File: src/core/fbg_pkg.sv
// Package for the flash block write guard: offsets, layouts, reset values.
// Assumes a 32-bit APB register bus and a 20 MHz system clock.
package fbg_pkg;

  localparam int unsigned FBG_REGIONS     = 48;
  localparam int unsigned FBG_LOW_REGIONS = 32;
  localparam int unsigned FBG_BLOCK_BITS  = 12;
  localparam int unsigned FBG_ADDR_W      = 12;
  localparam int unsigned FBG_NVM_ADDR_W  = 32;

  localparam logic [11:0] FBG_OFF_GUARD_LOW  = 12'h600;
  localparam logic [11:0] FBG_OFF_GUARD_HIGH = 12'h604;
  localparam logic [11:0] FBG_OFF_DBG_OVR    = 12'h608;
  localparam logic [11:0] FBG_OFF_SPARE      = 12'h60c;
  localparam logic [11:0] FBG_OFF_IRQ_STAT   = 12'h610;
  localparam logic [11:0] FBG_OFF_IRQ_MASK   = 12'h614;

  localparam logic [31:0] FBG_RST_GUARD_LOW  = 32'h0000_0000;
  localparam logic [15:0] FBG_RST_GUARD_HIGH = 16'h0000;
  localparam logic        FBG_RST_DBG_OVR    = 1'b1;
  localparam logic [1:0]  FBG_RST_IRQ_MASK   = 2'h0;

  localparam int unsigned FBG_IRQ_BLOCK_BIT = 0;
  localparam int unsigned FBG_IRQ_CHIP_BIT  = 1;

  typedef struct packed {
    logic                      valid;
    logic                      is_erase_all;
    logic [FBG_NVM_ADDR_W-1:0] addr;
  } fbg_nvm_req_t;

  typedef struct packed {
    logic grant;
    logic deny;
    logic fault;
  } fbg_nvm_rsp_t;

  typedef struct packed {
    logic        psel;
    logic        penable;
    logic        pwrite;
    logic [11:0] paddr;
    logic [31:0] pwdata;
  } fbg_apb_req_t;

  typedef struct packed {
    logic        pready;
    logic        pslverr;
    logic [31:0] prdata;
  } fbg_apb_rsp_t;

endpackage : fbg_pkg

File: src/core/fbg_guard.sv
// Flash block write guard top: APB registers and access screening.
// Assumes an APB master on clk_sys_i and a flash controller that holds
// a request until it sees grant or deny.
////////////////////////////////////////////////////////////////////////////////
module fbg_guard
  import fbg_pkg::*;
// Behaviour
// - Low guard register at 0x600, resets zero
// - High guard register at 0x604, sixteen bits
// - Bit set means region protected
// - Writing one sets, zero leaves bit
// - Debug override at 0x608, resets to one
// - Override acts only in debug mode
// - Each bit covers one 4 kB block
// - Protected block write refused, hard fault
// - Chip erase refused when any protected
// - Only reset clears guard bits
(
  input  wire logic         clk_sys_i,
  input  wire logic         reset_i,
  input  wire fbg_pkg::fbg_apb_req_t apb_i,
  output fbg_pkg::fbg_apb_rsp_t      apb_o,
  input  wire logic         debug_mode_i,
  input  wire fbg_pkg::fbg_nvm_req_t nvm_req_i,
  output fbg_pkg::fbg_nvm_rsp_t      nvm_rsp_o,
  output logic              irq_o
);
  import fbg_pkg::*;

  typedef struct packed {
    logic [31:0]          guard_low;
    logic [15:0]          guard_high;
    logic                 dbg_ovr;
    logic [1:0]           irq_mask;
    logic [1:0]           irq_clear;
    logic [1:0]           events;
    logic [2:0]           dbg_sync;
    logic                 dbg_mode;
    fbg_apb_rsp_t         apb;
    fbg_nvm_rsp_t         nvm;
  } fbg_state_t;

  fbg_state_t st;
  fbg_state_t next_st;

  logic [FBG_REGIONS-1:0] guard;
  logic                   hit_block;
  logic                   hit_chip;
  logic [1:0]             irq_status;
  logic                   irq_line;
  logic                   enforce;
  logic                   refuse;
  logic                   wr_access;
  logic                   rd_access;

  ////////////////////////////////////////////////////////////////////////////
  // Access screening
  assign guard = {st.guard_high, st.guard_low};

  fbg_region_check u_check (
    .guard_i     (guard),
    .addr_i      (nvm_req_i.addr),
    .erase_all_i (nvm_req_i.is_erase_all),
    .hit_block_o (hit_block),
    .hit_chip_o  (hit_chip)
  );

  fbg_irq #(
    .N (2)
  ) u_irq (
    .clk_sys_i (clk_sys_i),
    .reset_i   (reset_i),
    .event_i   (st.events),
    .clear_i   (st.irq_clear),
    .mask_i    (st.irq_mask),
    .status_o  (irq_status),
    .irq_o     (irq_line)
  );

  always_comb begin
    enforce   = !(st.dbg_mode && st.dbg_ovr);
    refuse    = enforce && (hit_block || hit_chip);
    wr_access = apb_i.psel && apb_i.penable && apb_i.pwrite;
    rd_access = apb_i.psel && !apb_i.penable && !apb_i.pwrite;
  end

  ////////////////////////////////////////////////////////////////////////////
  // Next state
  always_comb begin
    next_st           = st;
    next_st.irq_clear = 2'h0;
    next_st.events    = 2'h0;
    next_st.dbg_sync  = {st.dbg_sync[1:0], debug_mode_i};
    if (st.dbg_sync[2] == st.dbg_sync[1]) begin
      next_st.dbg_mode = st.dbg_sync[2];
    end

    // Screening answer, one cycle after a valid request
    next_st.nvm = '0;
    if (nvm_req_i.valid && !st.nvm.grant && !st.nvm.deny) begin
      next_st.nvm.grant = !refuse;
      next_st.nvm.deny  = refuse;
      next_st.nvm.fault = refuse;
      next_st.events[FBG_IRQ_BLOCK_BIT] = enforce && hit_block;
      next_st.events[FBG_IRQ_CHIP_BIT]  = enforce && hit_chip;
    end

    // APB: ready in access phase, no wait states
    next_st.apb.pready  = apb_i.psel && !apb_i.penable;
    next_st.apb.pslverr = 1'b0;
    if (rd_access) begin
      case (apb_i.paddr)
        FBG_OFF_GUARD_LOW:  next_st.apb.prdata = st.guard_low;
        FBG_OFF_GUARD_HIGH: next_st.apb.prdata = {16'h0000, st.guard_high};
        FBG_OFF_DBG_OVR:    next_st.apb.prdata = {31'h0, st.dbg_ovr};
        FBG_OFF_SPARE:      next_st.apb.prdata = 32'h0000_0000;
        FBG_OFF_IRQ_STAT:   next_st.apb.prdata = {30'h0, irq_status};
        FBG_OFF_IRQ_MASK:   next_st.apb.prdata = {30'h0, st.irq_mask};
        default: begin
          next_st.apb.prdata  = 32'h0000_0000;
          next_st.apb.pslverr = 1'b1;
        end
      endcase
    end else if (apb_i.psel && !apb_i.penable) begin
      next_st.apb.prdata = 32'h0000_0000;
      case (apb_i.paddr)
        FBG_OFF_GUARD_LOW, FBG_OFF_GUARD_HIGH, FBG_OFF_DBG_OVR,
        FBG_OFF_SPARE, FBG_OFF_IRQ_STAT, FBG_OFF_IRQ_MASK: next_st.apb.pslverr = 1'b0;
        default: next_st.apb.pslverr = 1'b1;
      endcase
    end

    if (wr_access && st.apb.pready) begin
      case (apb_i.paddr)
        FBG_OFF_GUARD_LOW:  next_st.guard_low  = st.guard_low | apb_i.pwdata;
        FBG_OFF_GUARD_HIGH: next_st.guard_high = st.guard_high | apb_i.pwdata[15:0];
        FBG_OFF_DBG_OVR:    next_st.dbg_ovr    = apb_i.pwdata[0];
        FBG_OFF_IRQ_STAT:   next_st.irq_clear  = apb_i.pwdata[1:0];
        FBG_OFF_IRQ_MASK:   next_st.irq_mask   = apb_i.pwdata[1:0];
        default:            next_st.irq_clear  = 2'h0;
      endcase
    end
  end

  ////////////////////////////////////////////////////////////////////////////
  // State register
  always_ff @(posedge clk_sys_i) begin
    if (reset_i) begin
      st            <= '0;
      st.guard_low  <= FBG_RST_GUARD_LOW;
      st.guard_high <= FBG_RST_GUARD_HIGH;
      st.dbg_ovr    <= FBG_RST_DBG_OVR;
      st.irq_mask   <= FBG_RST_IRQ_MASK;
    end else begin
      st <= next_st;
    end
  end

  always_ff @(posedge clk_sys_i) begin
    if (reset_i) begin
      irq_o <= 1'b0;
    end else begin
      irq_o <= irq_line;
    end
  end

  assign apb_o     = st.apb;
  assign nvm_rsp_o = st.nvm;

  ////////////////////////////////////////////////////////////////////////////
  // Checks
  guard_sticky_a: assert property (@(posedge clk_sys_i) disable iff (reset_i)
    (guard & $past(guard)) == $past(guard))
    else $error("guard bit cleared without reset");

  guard_reset_a: assert property (@(posedge clk_sys_i)
    $past(reset_i) |-> (st.guard_low == 32'h0 && st.guard_high == 16'h0 && st.dbg_ovr))
    else $error("reset values wrong");

  block_deny_a: assert property (@(posedge clk_sys_i) disable iff (reset_i)
    (nvm_req_i.valid && !st.nvm.grant && !st.nvm.deny && hit_block && !st.dbg_mode)
      |=> (st.nvm.deny && st.nvm.fault && !st.nvm.grant))
    else $error("protected block not refused");

  chip_deny_a: assert property (@(posedge clk_sys_i) disable iff (reset_i)
    (nvm_req_i.valid && !st.nvm.grant && !st.nvm.deny && nvm_req_i.is_erase_all
      && (|guard) && !st.dbg_mode) |=> st.nvm.deny)
    else $error("chip erase not refused");

  debug_skip_a: assert property (@(posedge clk_sys_i) disable iff (reset_i)
    (nvm_req_i.valid && !st.nvm.grant && !st.nvm.deny && st.dbg_mode && st.dbg_ovr)
      |=> st.nvm.grant)
    else $error("debug override not honoured");

  low_write_a: assert property (@(posedge clk_sys_i) disable iff (reset_i)
    (wr_access && st.apb.pready && apb_i.paddr == FBG_OFF_GUARD_LOW)
      |=> ((st.guard_low & $past(apb_i.pwdata)) == $past(apb_i.pwdata)))
    else $error("low guard write lost");

  high_write_a: assert property (@(posedge clk_sys_i) disable iff (reset_i)
    (wr_access && st.apb.pready && apb_i.paddr == FBG_OFF_GUARD_HIGH)
      |=> ((st.guard_high & $past(apb_i.pwdata[15:0])) == $past(apb_i.pwdata[15:0])))
    else $error("high guard write lost");

  spare_read_a: assert property (@(posedge clk_sys_i) disable iff (reset_i)
    (rd_access && apb_i.paddr == FBG_OFF_SPARE) |=> (st.apb.prdata == 32'h0 && st.apb.pready))
    else $error("spare word not zero");

  override_write_a: assert property (@(posedge clk_sys_i) disable iff (reset_i)
    (wr_access && st.apb.pready && apb_i.paddr == FBG_OFF_DBG_OVR)
      |=> (st.dbg_ovr == $past(apb_i.pwdata[0])))
    else $error("override write lost");

endmodule // fbg_guard

File: src/core/fbg_region_check.sv
// Region lookup for one memory access against the guard bits.
// Assumes byte addresses starting at the base of program memory.
module fbg_region_check
  import fbg_pkg::*;
(
  input  wire logic [FBG_REGIONS-1:0]    guard_i,
  input  wire logic [FBG_NVM_ADDR_W-1:0] addr_i,
  input  wire logic                      erase_all_i,
  output logic                           hit_block_o,
  output logic                           hit_chip_o
);
  import fbg_pkg::*;

  logic [FBG_NVM_ADDR_W-FBG_BLOCK_BITS-1:0] region;

  always_comb begin
    region      = addr_i[FBG_NVM_ADDR_W-1:FBG_BLOCK_BITS];
    hit_block_o = 1'b0;
    if (!erase_all_i && region < FBG_REGIONS) begin
      hit_block_o = guard_i[region[5:0]];
    end
    hit_chip_o = erase_all_i && (|guard_i);
  end

endmodule // fbg_region_check

File: src/core/fbg_irq.sv
// Sticky event status with mask and one level interrupt.
// Assumes events and clears come from the same clock.
module fbg_irq #(
  parameter int unsigned N = 2
) (
  input  wire logic         clk_sys_i,
  input  wire logic         reset_i,
  input  wire logic [N-1:0] event_i,
  input  wire logic [N-1:0] clear_i,
  input  wire logic [N-1:0] mask_i,
  output logic      [N-1:0] status_o,
  output logic              irq_o
);

  typedef struct packed {
    logic [N-1:0] status;
    logic         irq;
  } fbg_irq_state_t;

  fbg_irq_state_t st;
  fbg_irq_state_t next_st;

  always_comb begin
    next_st        = st;
    next_st.status = (st.status & ~clear_i) | event_i;
    next_st.irq    = |(next_st.status & mask_i);
  end

  always_ff @(posedge clk_sys_i) begin
    if (reset_i) begin
      st <= '0;
    end else begin
      st <= next_st;
    end
  end

  assign status_o = st.status;
  assign irq_o    = st.irq;

endmodule // fbg_irq

File: config.mk
export PLATFORM = sky130hd
export DESIGN_NAME = fbg_guard
export DESIGN_NICKNAME = d
export VERILOG_FILES = /design/src/core/fbg_pkg.sv /design/src/core/fbg_guard.sv /design/src/core/fbg_region_check.sv /design/src/core/fbg_irq.sv
export SDC_FILE = /design/constraint.sdc
export NUM_CORES = 1
export LEC_CHECK = 0
export ABC_CLOCK_PERIOD_IN_PS = 3500
export BUFFER_PORTS_ARGS = -buffer_cell sky130_fd_sc_hd__buf_2
export CAP_MARGIN = 15
export CORE_ASPECT_RATIO = 1.75
export CORE_MARGIN = 2
export CORE_UTILIZATION = 53
export CTS_BUF_LIST = sky130_fd_sc_hd__clkbuf_8
export DETAILED_ROUTE_END_ITERATION = 8
export PLACE_DENSITY = 0.81
export SLEW_MARGIN = 20
export SYNTH_ARGS = -nofsm -noshare
export SYNTH_HDL_FRONTEND = slang
export SYNTH_SLANG_ARGS = --single-unit
File: constraint.sdc
create_clock -name clk_sys_i -period 3.5 [get_ports clk_sys_i]
set_input_delay 0.7 -clock clk_sys_i [delete_from_list [all_inputs] [get_ports clk_sys_i]]
set_output_delay 0.7 -clock clk_sys_i [all_outputs]
set_load 0.02 [all_outputs]
==> flow_summary.toml, run 1 <==
[outcome]
run_status = "finished, final reports clean"

[job]
cap_violations = 0

[placement]
gp_congestion = 0.879
placedCellCount = 615
dp_hpwl_mm = 7.85
numPortBuffers = 109
dp_slack_ps = 653

[clock_network]
cts.sinks = 99
clockBufferDepth = 2
htreeDepth = 3
postCtsSetupBuffers = 0
cts_tree = "built"
clk_pin_slew_ps = 90
cts_resized = 0
ctsHoldBuffers = 0
clk_latency_ps = 370
cts-root-buf = "clkbuf_8"
numCtsBuffers = 9

[yosys]
yosysSeqAreaShare_pct = 44.2
ys_warn_count = 0
mappedNetlistNets = 560
syn_avg_cell_area_um2 = 9.41
syn_inst = 476
ys_ff_latch = 99
yosysUniqueCellTypes = 45
syn_area_um2 = 4480

[setup_path]
worstPathArrival_ps = 2790
crit_fanout = 16
critPathRequiredTime_ps = 3800
cp-end-kind = "register"
startpoint_type = "input pin"
critical_path_class = "in -> reg"

[die]
fp.dieW_um = 73.5
die_area_um2 = 9230
design.core.area_um2 = 8260
io_pins = 122
rows = 44
die_h_um = 126
start_util_pct = 54.2

[detailed_routing]
drcViolationCount = 0
drtIter0Drc = 301
vias = 3751
wl_mm = 10.7
wl_per_cell_um = 17.0
first_pass_iters = 4
postRouteAntennaNets = 0
vias_per_cell = 5.95

[timing]
max_freq_mhz = 402
relSlewSlack_pct = 49.2
rsz0062_at_grt = "false"
timing_hold_violations_final = 0
setup_tns_ps = 0
report.final.slew_viol_count = 0
setup_viol = 0
timing.final.crit_share_pct = 71.1
worst_slack_ps = 1010
fin_crit_ps = 2490
fin_worst_skew_ps = 8.07
worst_pin_slew_ps = 752

[power_and_ir_drop]
total_power_mw = 1.95
power.static_leakage_nw = 2.04
irDropWorstVdd_uv = 256
p_per_area_nw_per_um2 = 397

[final_layout]
layout.cells.non_filler = 630
diodes = 0
seq_area_um2 = 1980
area_delta_synth_final_pct = 9.58
fin_nets = 618
multiInputGateArea_um2 = 2020
drive_gt1_share_pct = 33.5
fill_cells = 723

[global_route]
grt_pass1_wl_mm = 17.3
grt_max_degree = 63
overflow = 0
antenna_found_initial = 0
grt_pass1_vias = 3598
grt_usage_pct = 24.1

[min_path]
hp-class = "reg -> reg"
-- report_power, final --
group          internal, mW  switching, mW  total, mW  leakage, nW
Combinational        0.0514         0.0744      0.126         1.15
Clock                 0.321          0.374      0.695       0.0923
Sequential             1.13        0.00105       1.13        0.798
-- Yosys cell counts (all sizes together) --
cell type    instances  area [um2]
nand4                5        31.3
nand2               11        41.3
o2bb2ai              1        8.76
or3                  1        11.3
mux4                 3        67.6
and2                 2        15.0
or3b                 1        8.76
dfxtp               99        1980
buf                 54         413
a211oi               1        7.51
or4b                 2        23.8
a22o                16         140
a32oi                1        8.76
nand3                6        30.0
nand2b               5        31.3
or2                  1        6.26
dlygate4sd1          1        8.76
inv                  4        15.0
a21oi               60         338
nor3b                1        7.51
a22oi               36         320
nor4                17         113
nor3                 3        26.3
o311ai               1        8.76
nor2b                6        37.5
and3b                2        17.5
mux2i               23         230
clkbuf              12        45.0
a2111oi              1        27.5
o21ai                2        10.0
and3                 6        37.5
a41o                 1        10.0
a31oi                2        12.5
o211ai               1        7.51
nor2                88         380
-- sequential cells by signal, summed over array words and instances (netlist names) --
signal,count
apb_o,34
next_st,2
irq_o,1
guard,48
st,9
nvm_rsp_o,2
u_irq.irq_o,1
u_irq.status_o,2
-- area by class of cell --
type	count	share of cell area, %
clock buffers	9	2.52
clock inverters	6	1.20
inverters	4	0.306
multi-input cells	306	41.1
flip-flops and latches	99	40.4
well taps	92	2.35
repair buffers	114	12.2
-- cell usage in the layout, fill, tap and decap left out, types with 2 or more instances in the layout --
cell | netlist | routed
clkinv_2 | 0 | 2
o21ai_0 | 2 | 2
and3_1 | 6 | 6
mux2i_1 | 23 | 23
a22oi_2 | 10 | 10
a22o_1 | 16 | 16
and3b_1 | 2 | 2
nand2_1 | 11 | 11
nor2b_1 | 6 | 6
inv_1 | 4 | 5
dfxtp_1 | 99 | 99
nor4_1 | 16 | 16
nand2b_1 | 5 | 5
nand4_1 | 5 | 5
buf_2 | 8 | 108
a21oi_1 | 50 | 50
nor2_1 | 68 | 68
a31oi_1 | 2 | 2
nor2_2 | 20 | 20
clkinvlp_4 | 0 | 2
mux4_2 | 3 | 3
nand3_1 | 6 | 6
buf_4 | 41 | 5
nor3_1 | 2 | 2
clkbuf_8 | 0 | 9
a21oi_2 | 10 | 10
a22oi_1 | 26 | 26
-- final timing paths --
path	cells past startpoint	slack, ps	start	end
worst max-delay path	8	1010	apb_i[33]	guard[32]
worst min-delay path	1	450	u_irq.irq_o	irq_o
worst max register to register	4	1520	guard[43]	nvm_rsp_o[2]
worst min register to register	1	450	u_irq.irq_o	irq_o
-- metrics by stage --
step	util, %	cell area, um2	hold slack [ps]
after floorplan	-	4480	414
after global placement	57.2	4720	430
after detailed placement	57.2	4720	426
after CTS	59.4	4910	454
after global routing	59.4	4910	465
final	59.4	4910	447
-- cell families after synthesis --
family | count (synthesis) | synth area share [%]
muxes | 26 | 6.65
and+or+nand+nor | 157 | 18.3
AOI/OAI and AO/OA | 123 | 20.1
DFF | 99 | 44.2
buffers and inverters | 71 | 10.8
-- worst max-delay path, stage by stage --
cell     delay (ps)
buf_2            90
or4b_4          530
nor4_2          460
and3b_1         230
buf_4           220
and2_4          340
a21oi_1         110
nor2_1          100
-- per-layer routing --
layer	wire length, um	up-vias	global-route usage [%]
li1	-	1792	-
met1	4040	1776	26.6
met2	5580	153	41.9
met3	653	30	4.64
met4	418	0	12.8
met5	0	-	0
Power figures use the tool's default switching activity.
==> run 2, diff against run 1 <==
--- a/config.mk
+++ b/config.mk
@@ -5,15 +5,16 @@
 export SDC_FILE = /design/constraint.sdc
 export NUM_CORES = 1
 export LEC_CHECK = 0
-export ABC_CLOCK_PERIOD_IN_PS = 3500
+export ABC_AREA = 1
+export ABC_CLOCK_PERIOD_IN_PS = 2200
 export BUFFER_PORTS_ARGS = -buffer_cell sky130_fd_sc_hd__buf_2
 export CAP_MARGIN = 15
 export CORE_ASPECT_RATIO = 1.75
 export CORE_MARGIN = 2
-export CORE_UTILIZATION = 53
+export CORE_UTILIZATION = 49
 export CTS_BUF_LIST = sky130_fd_sc_hd__clkbuf_8
 export DETAILED_ROUTE_END_ITERATION = 8
-export PLACE_DENSITY = 0.81
+export PLACE_DENSITY = 0.78
 export SLEW_MARGIN = 20
 export SYNTH_ARGS = -nofsm -noshare
 export SYNTH_HDL_FRONTEND = slang
==> constraint.sdc (replaced) <==
create_clock -name clk_sys_i -period 2.2 [get_ports clk_sys_i]
set_input_delay 0.44 -clock clk_sys_i [delete_from_list [all_inputs] [get_ports clk_sys_i]]
set_output_delay 0.44 -clock clk_sys_i [all_outputs]
set_load 0.02 [all_outputs]
==> run 2 against run 1 <==
  * First-iteration DRC count up 12%
  * Via count up 17%
  * Flip-flop and latch count unchanged
  * Highest routed layer unchanged
  * Synthesized area up 3.2%
  * Total power up 73%
  * Hold slack worse by 170 ps
  * Register-to-register slack worse by 830 ps
  * Routed wire length up 8.8%
  * Sequential power up 59%
  * Critical endpoint is now guard[40]
  * Clock skew about the same
  * Global-route usage down 0.73 points
==> flow_summary.toml, run 2 <==
[die]
die_h_um = 133
io_pins = 122
design.core.area_um2 = 9090
start_util_pct = 50.9
rows = 46
die_area_um2 = 10300
fp.dieW_um = 77.4

[clock_network]
numCtsBuffers = 9
clk_pin_slew_ps = 90
ctsHoldBuffers = 0
postCtsSetupBuffers = 0
htreeDepth = 3
clockBufferDepth = 2
cts_resized = 0
clk_latency_ps = 370
cts.sinks = 99
cts-root-buf = "clkbuf_8"
cts_tree = "built"

[yosys]
yosysUniqueCellTypes = 32
yosysSeqAreaShare_pct = 42.9
yosys-top-cells-area = "dfxtp_1, nand2_1, a21oi_1"
synth_commonest_cells = "nand2_1, dfxtp_1, a21oi_1"
synthArstFlopShare_pct = 0
synth_top_cell_by_area = "dfxtp_1"
ys_warn_count = 0
syn_area_um2 = 4620
ys_ff_latch = 99
synth_top_area_share_pct = 42.9
synth_edf_count = 0
syn_avg_cell_area_um2 = 6.99
syn_inst = 662
yosysMostFrequentCell = "nand2_1"
mappedNetlistNets = 746
ys.flop_type = "dfxtp_1"

[global_route]
overflow = 0
grt_pass1_wl_mm = 19.2
grt_usage_pct = 23.3
antenna_found_initial = 0
grt_max_degree = 40
grt_pass1_vias = 4335

[final_layout]
fill_cells = 902
largest_register_ff_count = 48
drive_gt1_share_pct = 20.4
final_common_cell = "nand2_1"
seq_area_um2 = 1980
multiInputGateArea_um2 = 1960
diodes = 0
final_cell_mix = "nand2_1, buf_2, dfxtp_1, a21oi_1, inv_1"
stdcell_area_um2 = 5230
area_delta_synth_final_pct = 13.1
fin_nets = 811

[timing]
relSlewSlack_pct = 71.9
whs_ps = 275
max_freq_mhz = 639
setup_viol = 0
rsz0062_at_grt = "false"
setup_tns_ps = 0
fin_crit_ps = 1560
timing_hold_violations_final = 0
fin_worst_skew_ps = 8.44
report.final.slew_viol_count = 0
worst_pin_slew_ps = 421
worst_slack_ps = 635
timing.final.crit_share_pct = 71.1

[detailed_routing]
drcViolationCount = 0
postRouteAntennaNets = 0
wl_mm = 11.6
vias = 4382
drtIter0Drc = 338
vias_per_cell = 5.14
wl_per_cell_um = 13.6
first_pass_iters = 6

[power_and_ir_drop]
irDropWorstVdd_uv = 448
p_per_area_nw_per_um2 = 644
power.static_leakage_nw = 2.32

[placement]
postPlaceCellArea_um2 = 5000
gp_congestion = 0.925
dp_hpwl_mm = 8.75
dp_slack_ps = 249
numPortBuffers = 109

[setup_path]
reg2reg_slack_ps = 690
critical_path_class = "in -> reg"
worstPathArrival_ps = 1870
crit_fanout = 17
critPathRequiredTime_ps = 2510
startpoint_type = "input pin"
cp-end-kind = "register"

[min_path]
hp-class = "in -> reg"

[job]
cap_violations = 0

[outcome]
run_status = "finished, final reports clean"
[run 2: cell types whose count changed after synthesis, sizes merged, moves of 5 or more]
cell,delta
o22ai,+14
nand2,+184
a21oi,+26
nor4,-11
nor2,-51
nand4,+7
nand2b,-5
mux2i,-23
inv,+71
nor2b,-6
a22o,-15
a22oi,-36
nand3,+47
and3,-5
[run 2: final cells by class]
class                      count  area share [%]
timing repair buffer         120            12.0
tap                          120            2.87
inverter                      75            5.38
clock buffer                  11            2.89
multi-input combinational    422            37.4
sequential                    99            37.9
clock inverter                 5            1.58
[run 2: worst max-delay path: stages]
cell and delay, ps:
buf_2 100, nor2_1 160, nand2_2 170, nor2_2 210
nand2_4 170, nor2_4 380, nand2_1 100, a21oi_1 150
[run 2: kinds of logic after synthesis]
family | share of synthesized area, %
AOI/OAI and AO/OA | 12.4
buffers and inverters | 15.0
DFF | 42.9
and+or+nand+nor | 29.8
[run 2: stage by stage]
step / utilization [%] / power (mW) / instances
finish: 57.5 / 3.37 / 852
floorplan: - / 1.97 / 662
global route: 57.5 / 3.48 / 852
detailed placement: 55.0 / 2.08 / 836
global placement: 55.0 / 2.07 / 836
CTS: 57.5 / 3.38 / 852
[run 2: final timing paths]
| path | depth (start not counted) | end | from |
|---|---|---|---|
| worst max-delay path | 8 | guard[40] | apb_i[39] |
| worst min-delay path | 3 | next_st[39] | debug_mode_i |
| worst max register to register | 5 | guard[3] | apb_o[33] |
| worst min register to register | 2 | next_st[40] | next_st[39] |
[run 2: power by group]
part	switching [mW]	internal, mW	leakage, nW
registers	0.00194	1.79	0.798
logic	0.149	0.0917	1.40
clock network	0.624	0.709	0.120
total	0.776	2.60	2.32
[run 2: routing by layer]
metal	GRT usage, %	wire, um	share of wire, %
met1	23.4	4320	37
met2	43.9	6280	54
met3	3.89	684	5.9
met4	13.7	344	3.0
met5	0	0	0
==> run 3, diff against run 2 <==
--- a/config.mk
+++ b/config.mk
@@ -6,15 +6,15 @@
 export NUM_CORES = 1
 export LEC_CHECK = 0
 export ABC_AREA = 1
-export ABC_CLOCK_PERIOD_IN_PS = 2200
+export ABC_CLOCK_PERIOD_IN_PS = 1520
 export BUFFER_PORTS_ARGS = -buffer_cell sky130_fd_sc_hd__buf_2
 export CAP_MARGIN = 15
 export CORE_ASPECT_RATIO = 1.75
 export CORE_MARGIN = 2
-export CORE_UTILIZATION = 49
+export CORE_UTILIZATION = 53
 export CTS_BUF_LIST = sky130_fd_sc_hd__clkbuf_8
 export DETAILED_ROUTE_END_ITERATION = 8
-export PLACE_DENSITY = 0.78
+export PLACE_DENSITY = 0.8
 export SLEW_MARGIN = 20
 export SYNTH_ARGS = -nofsm -noshare
 export SYNTH_HDL_FRONTEND = slang
==> constraint.sdc (replaced) <==
create_clock -name clk_sys_i -period 1.52 [get_ports clk_sys_i]
set_input_delay 0.304 -clock clk_sys_i [delete_from_list [all_inputs] [get_ports clk_sys_i]]
set_output_delay 0.304 -clock clk_sys_i [all_outputs]
set_load 0.02 [all_outputs]
==> run 3 against run 2 <==
  * Clock-buffer cell count is 2 lower
  * Via count is 2.0% higher
  * Clock power is 16% higher
  * Sequential power is 44% higher
  * Highest routed layer unchanged
==> flow_summary.toml, run 3 (synthesis results as in run 2) <==
[outcome]
run_status = "finished, final reports clean"

[power_and_ir_drop]
seq_power_share_pct = 57.7
p_int_mw = 3.35
power.share.clock_pct = 34.2
p_sw_share_pct = 25.6
switching_power_mw = 1.15
combinationalPowerShare_pct = 8.0
power.static_leakage_nw = 2.36
irDropWorstVdd_uv = 767
p_per_area_nw_per_um2 = 851

[timing]
max_freq_mhz = 790
relSlewSlack_pct = 77.7
rsz0062_at_grt = "false"
fin_worst_skew_ps = 11.8
setup_viol = 0
timing.final.crit_share_pct = 83.3
timing_hold_violations_final = 0
fin_crit_ps = 1270
report.final.slew_viol_count = 0
worst_pin_slew_ps = 330

[die]
io_pins = 122
die_h_um = 128
start_util_pct = 54.0
design.core.area_um2 = 8560
fp.dieW_um = 74.6
rows = 45
die_area_um2 = 9520

[final_layout]
final_common_cell = "nand2_1"
largest_register_ff_count = 48
layout.cells.non_filler = 858
final_cell_mix = "nand2_1, buf_2, dfxtp_1, a21oi_1, inv_1"
fin_nets = 820
stdcell_area_um2 = 5300
area_delta_synth_final_pct = 14.6
diodes = 0
drive_gt1_share_pct = 21.3

[clock_network]
ctsHoldBuffers = 0
clk_pin_slew_ps = 90
numCtsBuffers = 9
cts_tree = "built"
cts_resized = 0
htreeDepth = 3
postCtsSetupBuffers = 0
clk_latency_ps = 370
cts-root-buf = "clkbuf_8"
cts.sinks = 99
clockBufferDepth = 2

[min_path]
hp-class = "in -> reg"

[setup_path]
critical_path_class = "reg -> reg"
startpoint_type = "register"
critPathSlowestCell = "dfxtp_1"
worst_path_largest_cell_delay_ps = 360
critPathRequiredTime_ps = 1820
worstPathArrival_ps = 1570
cp-end-kind = "register"
crit_fanout = 32
crit_path_cell_trace = "nand4_2, nor3_4, buf_12, nand2_1, a21oi_1"
reg2reg_slack_ps = 250

[detailed_routing]
vias_per_cell = 5.21
vias = 4471
wl_mm = 11.3
drcViolationCount = 0
wl_per_cell_um = 13.2
drtIter0Drc = 212
first_pass_iters = 5
postRouteAntennaNets = 0

[placement]
placedCellCount = 842
gp_congestion = 0.926
numPortBuffers = 109
postPlaceCellArea_um2 = 5120
dp_hpwl_mm = 8.60

[global_route]
overflow = 0
grt_usage_pct = 25.0
antenna_found_initial = 0
grt_pass1_vias = 4369
grt_max_degree = 33
grt_pass1_wl_mm = 18.6

[job]
cap_violations = 0
[run 3: changes by cell type in the layout (fill, tap and decap cells not counted)]
cell,previous run,this run
buf_12,0,5
buf_4,11,15
bufinv_16,2,0
clkbuf_8,11,9
clkinv_2,1,3
inv_6,2,4
[run 3: worst max-delay path, delay by kind of cell (launching register included)]
kind                   cells  cell delay (ps)
AND/OR/NAND/NOR            3              470
flip-flops                 1              360
buffers and inverters      1              220
AO/OA/AOI/OAI              1              140
[run 3: layout make-up]
type                       count  area (um2)
sequential                    99        1980
timing repair buffer         129         758
multi-input combinational    422        1960
clock inverter                 7        50.0
fill                         811        3260
inverter                      75         282
tap                          117         146
clock buffer                   9         124
[run 3: worst paths after layout]
path,from,end,depth (start not counted)
max,apb_o[33],guard[15],5
min,debug_mode_i,next_st[39],3
max reg2reg,apb_o[33],guard[15],5
min reg2reg,u_irq.irq_o,irq_o,2
[run 3: power by group through the flow]
stage               Clock (mW)  Combinational, mW  Sequential [mW]
floorplan                    0              0.186             2.66
global placement             0              0.353             2.66
detailed placement           0              0.360             2.66
CTS                       1.56              0.362             2.60
global route              1.65              0.403             2.60
finish                    1.54              0.362             2.60
[run 3: through the flow]
step                      setup TNS (ps)  hold slack (ps)  utilization (%)  setup slack, ps  total power [mW]
after floorplan                        0              388                -              118              2.85
after global placement              -102              400             59.9            -32.7              3.01
after detailed placement           -1920              396             59.9            -67.3              3.02
after CTS                              0              122             61.9              247              4.53
after global routing                   0              143             61.9             87.0              4.66
final                                  0              130             61.9              254              4.51
[run 3: layer usage]
layer  vias up  GRT usage, %  wire length [um]
met3        31          3.94               619
met1      2048          26.3              4230
met4         0          14.2               430
li1       2237             -                 -
met2       155          45.2              6040
met5         -             0                 0
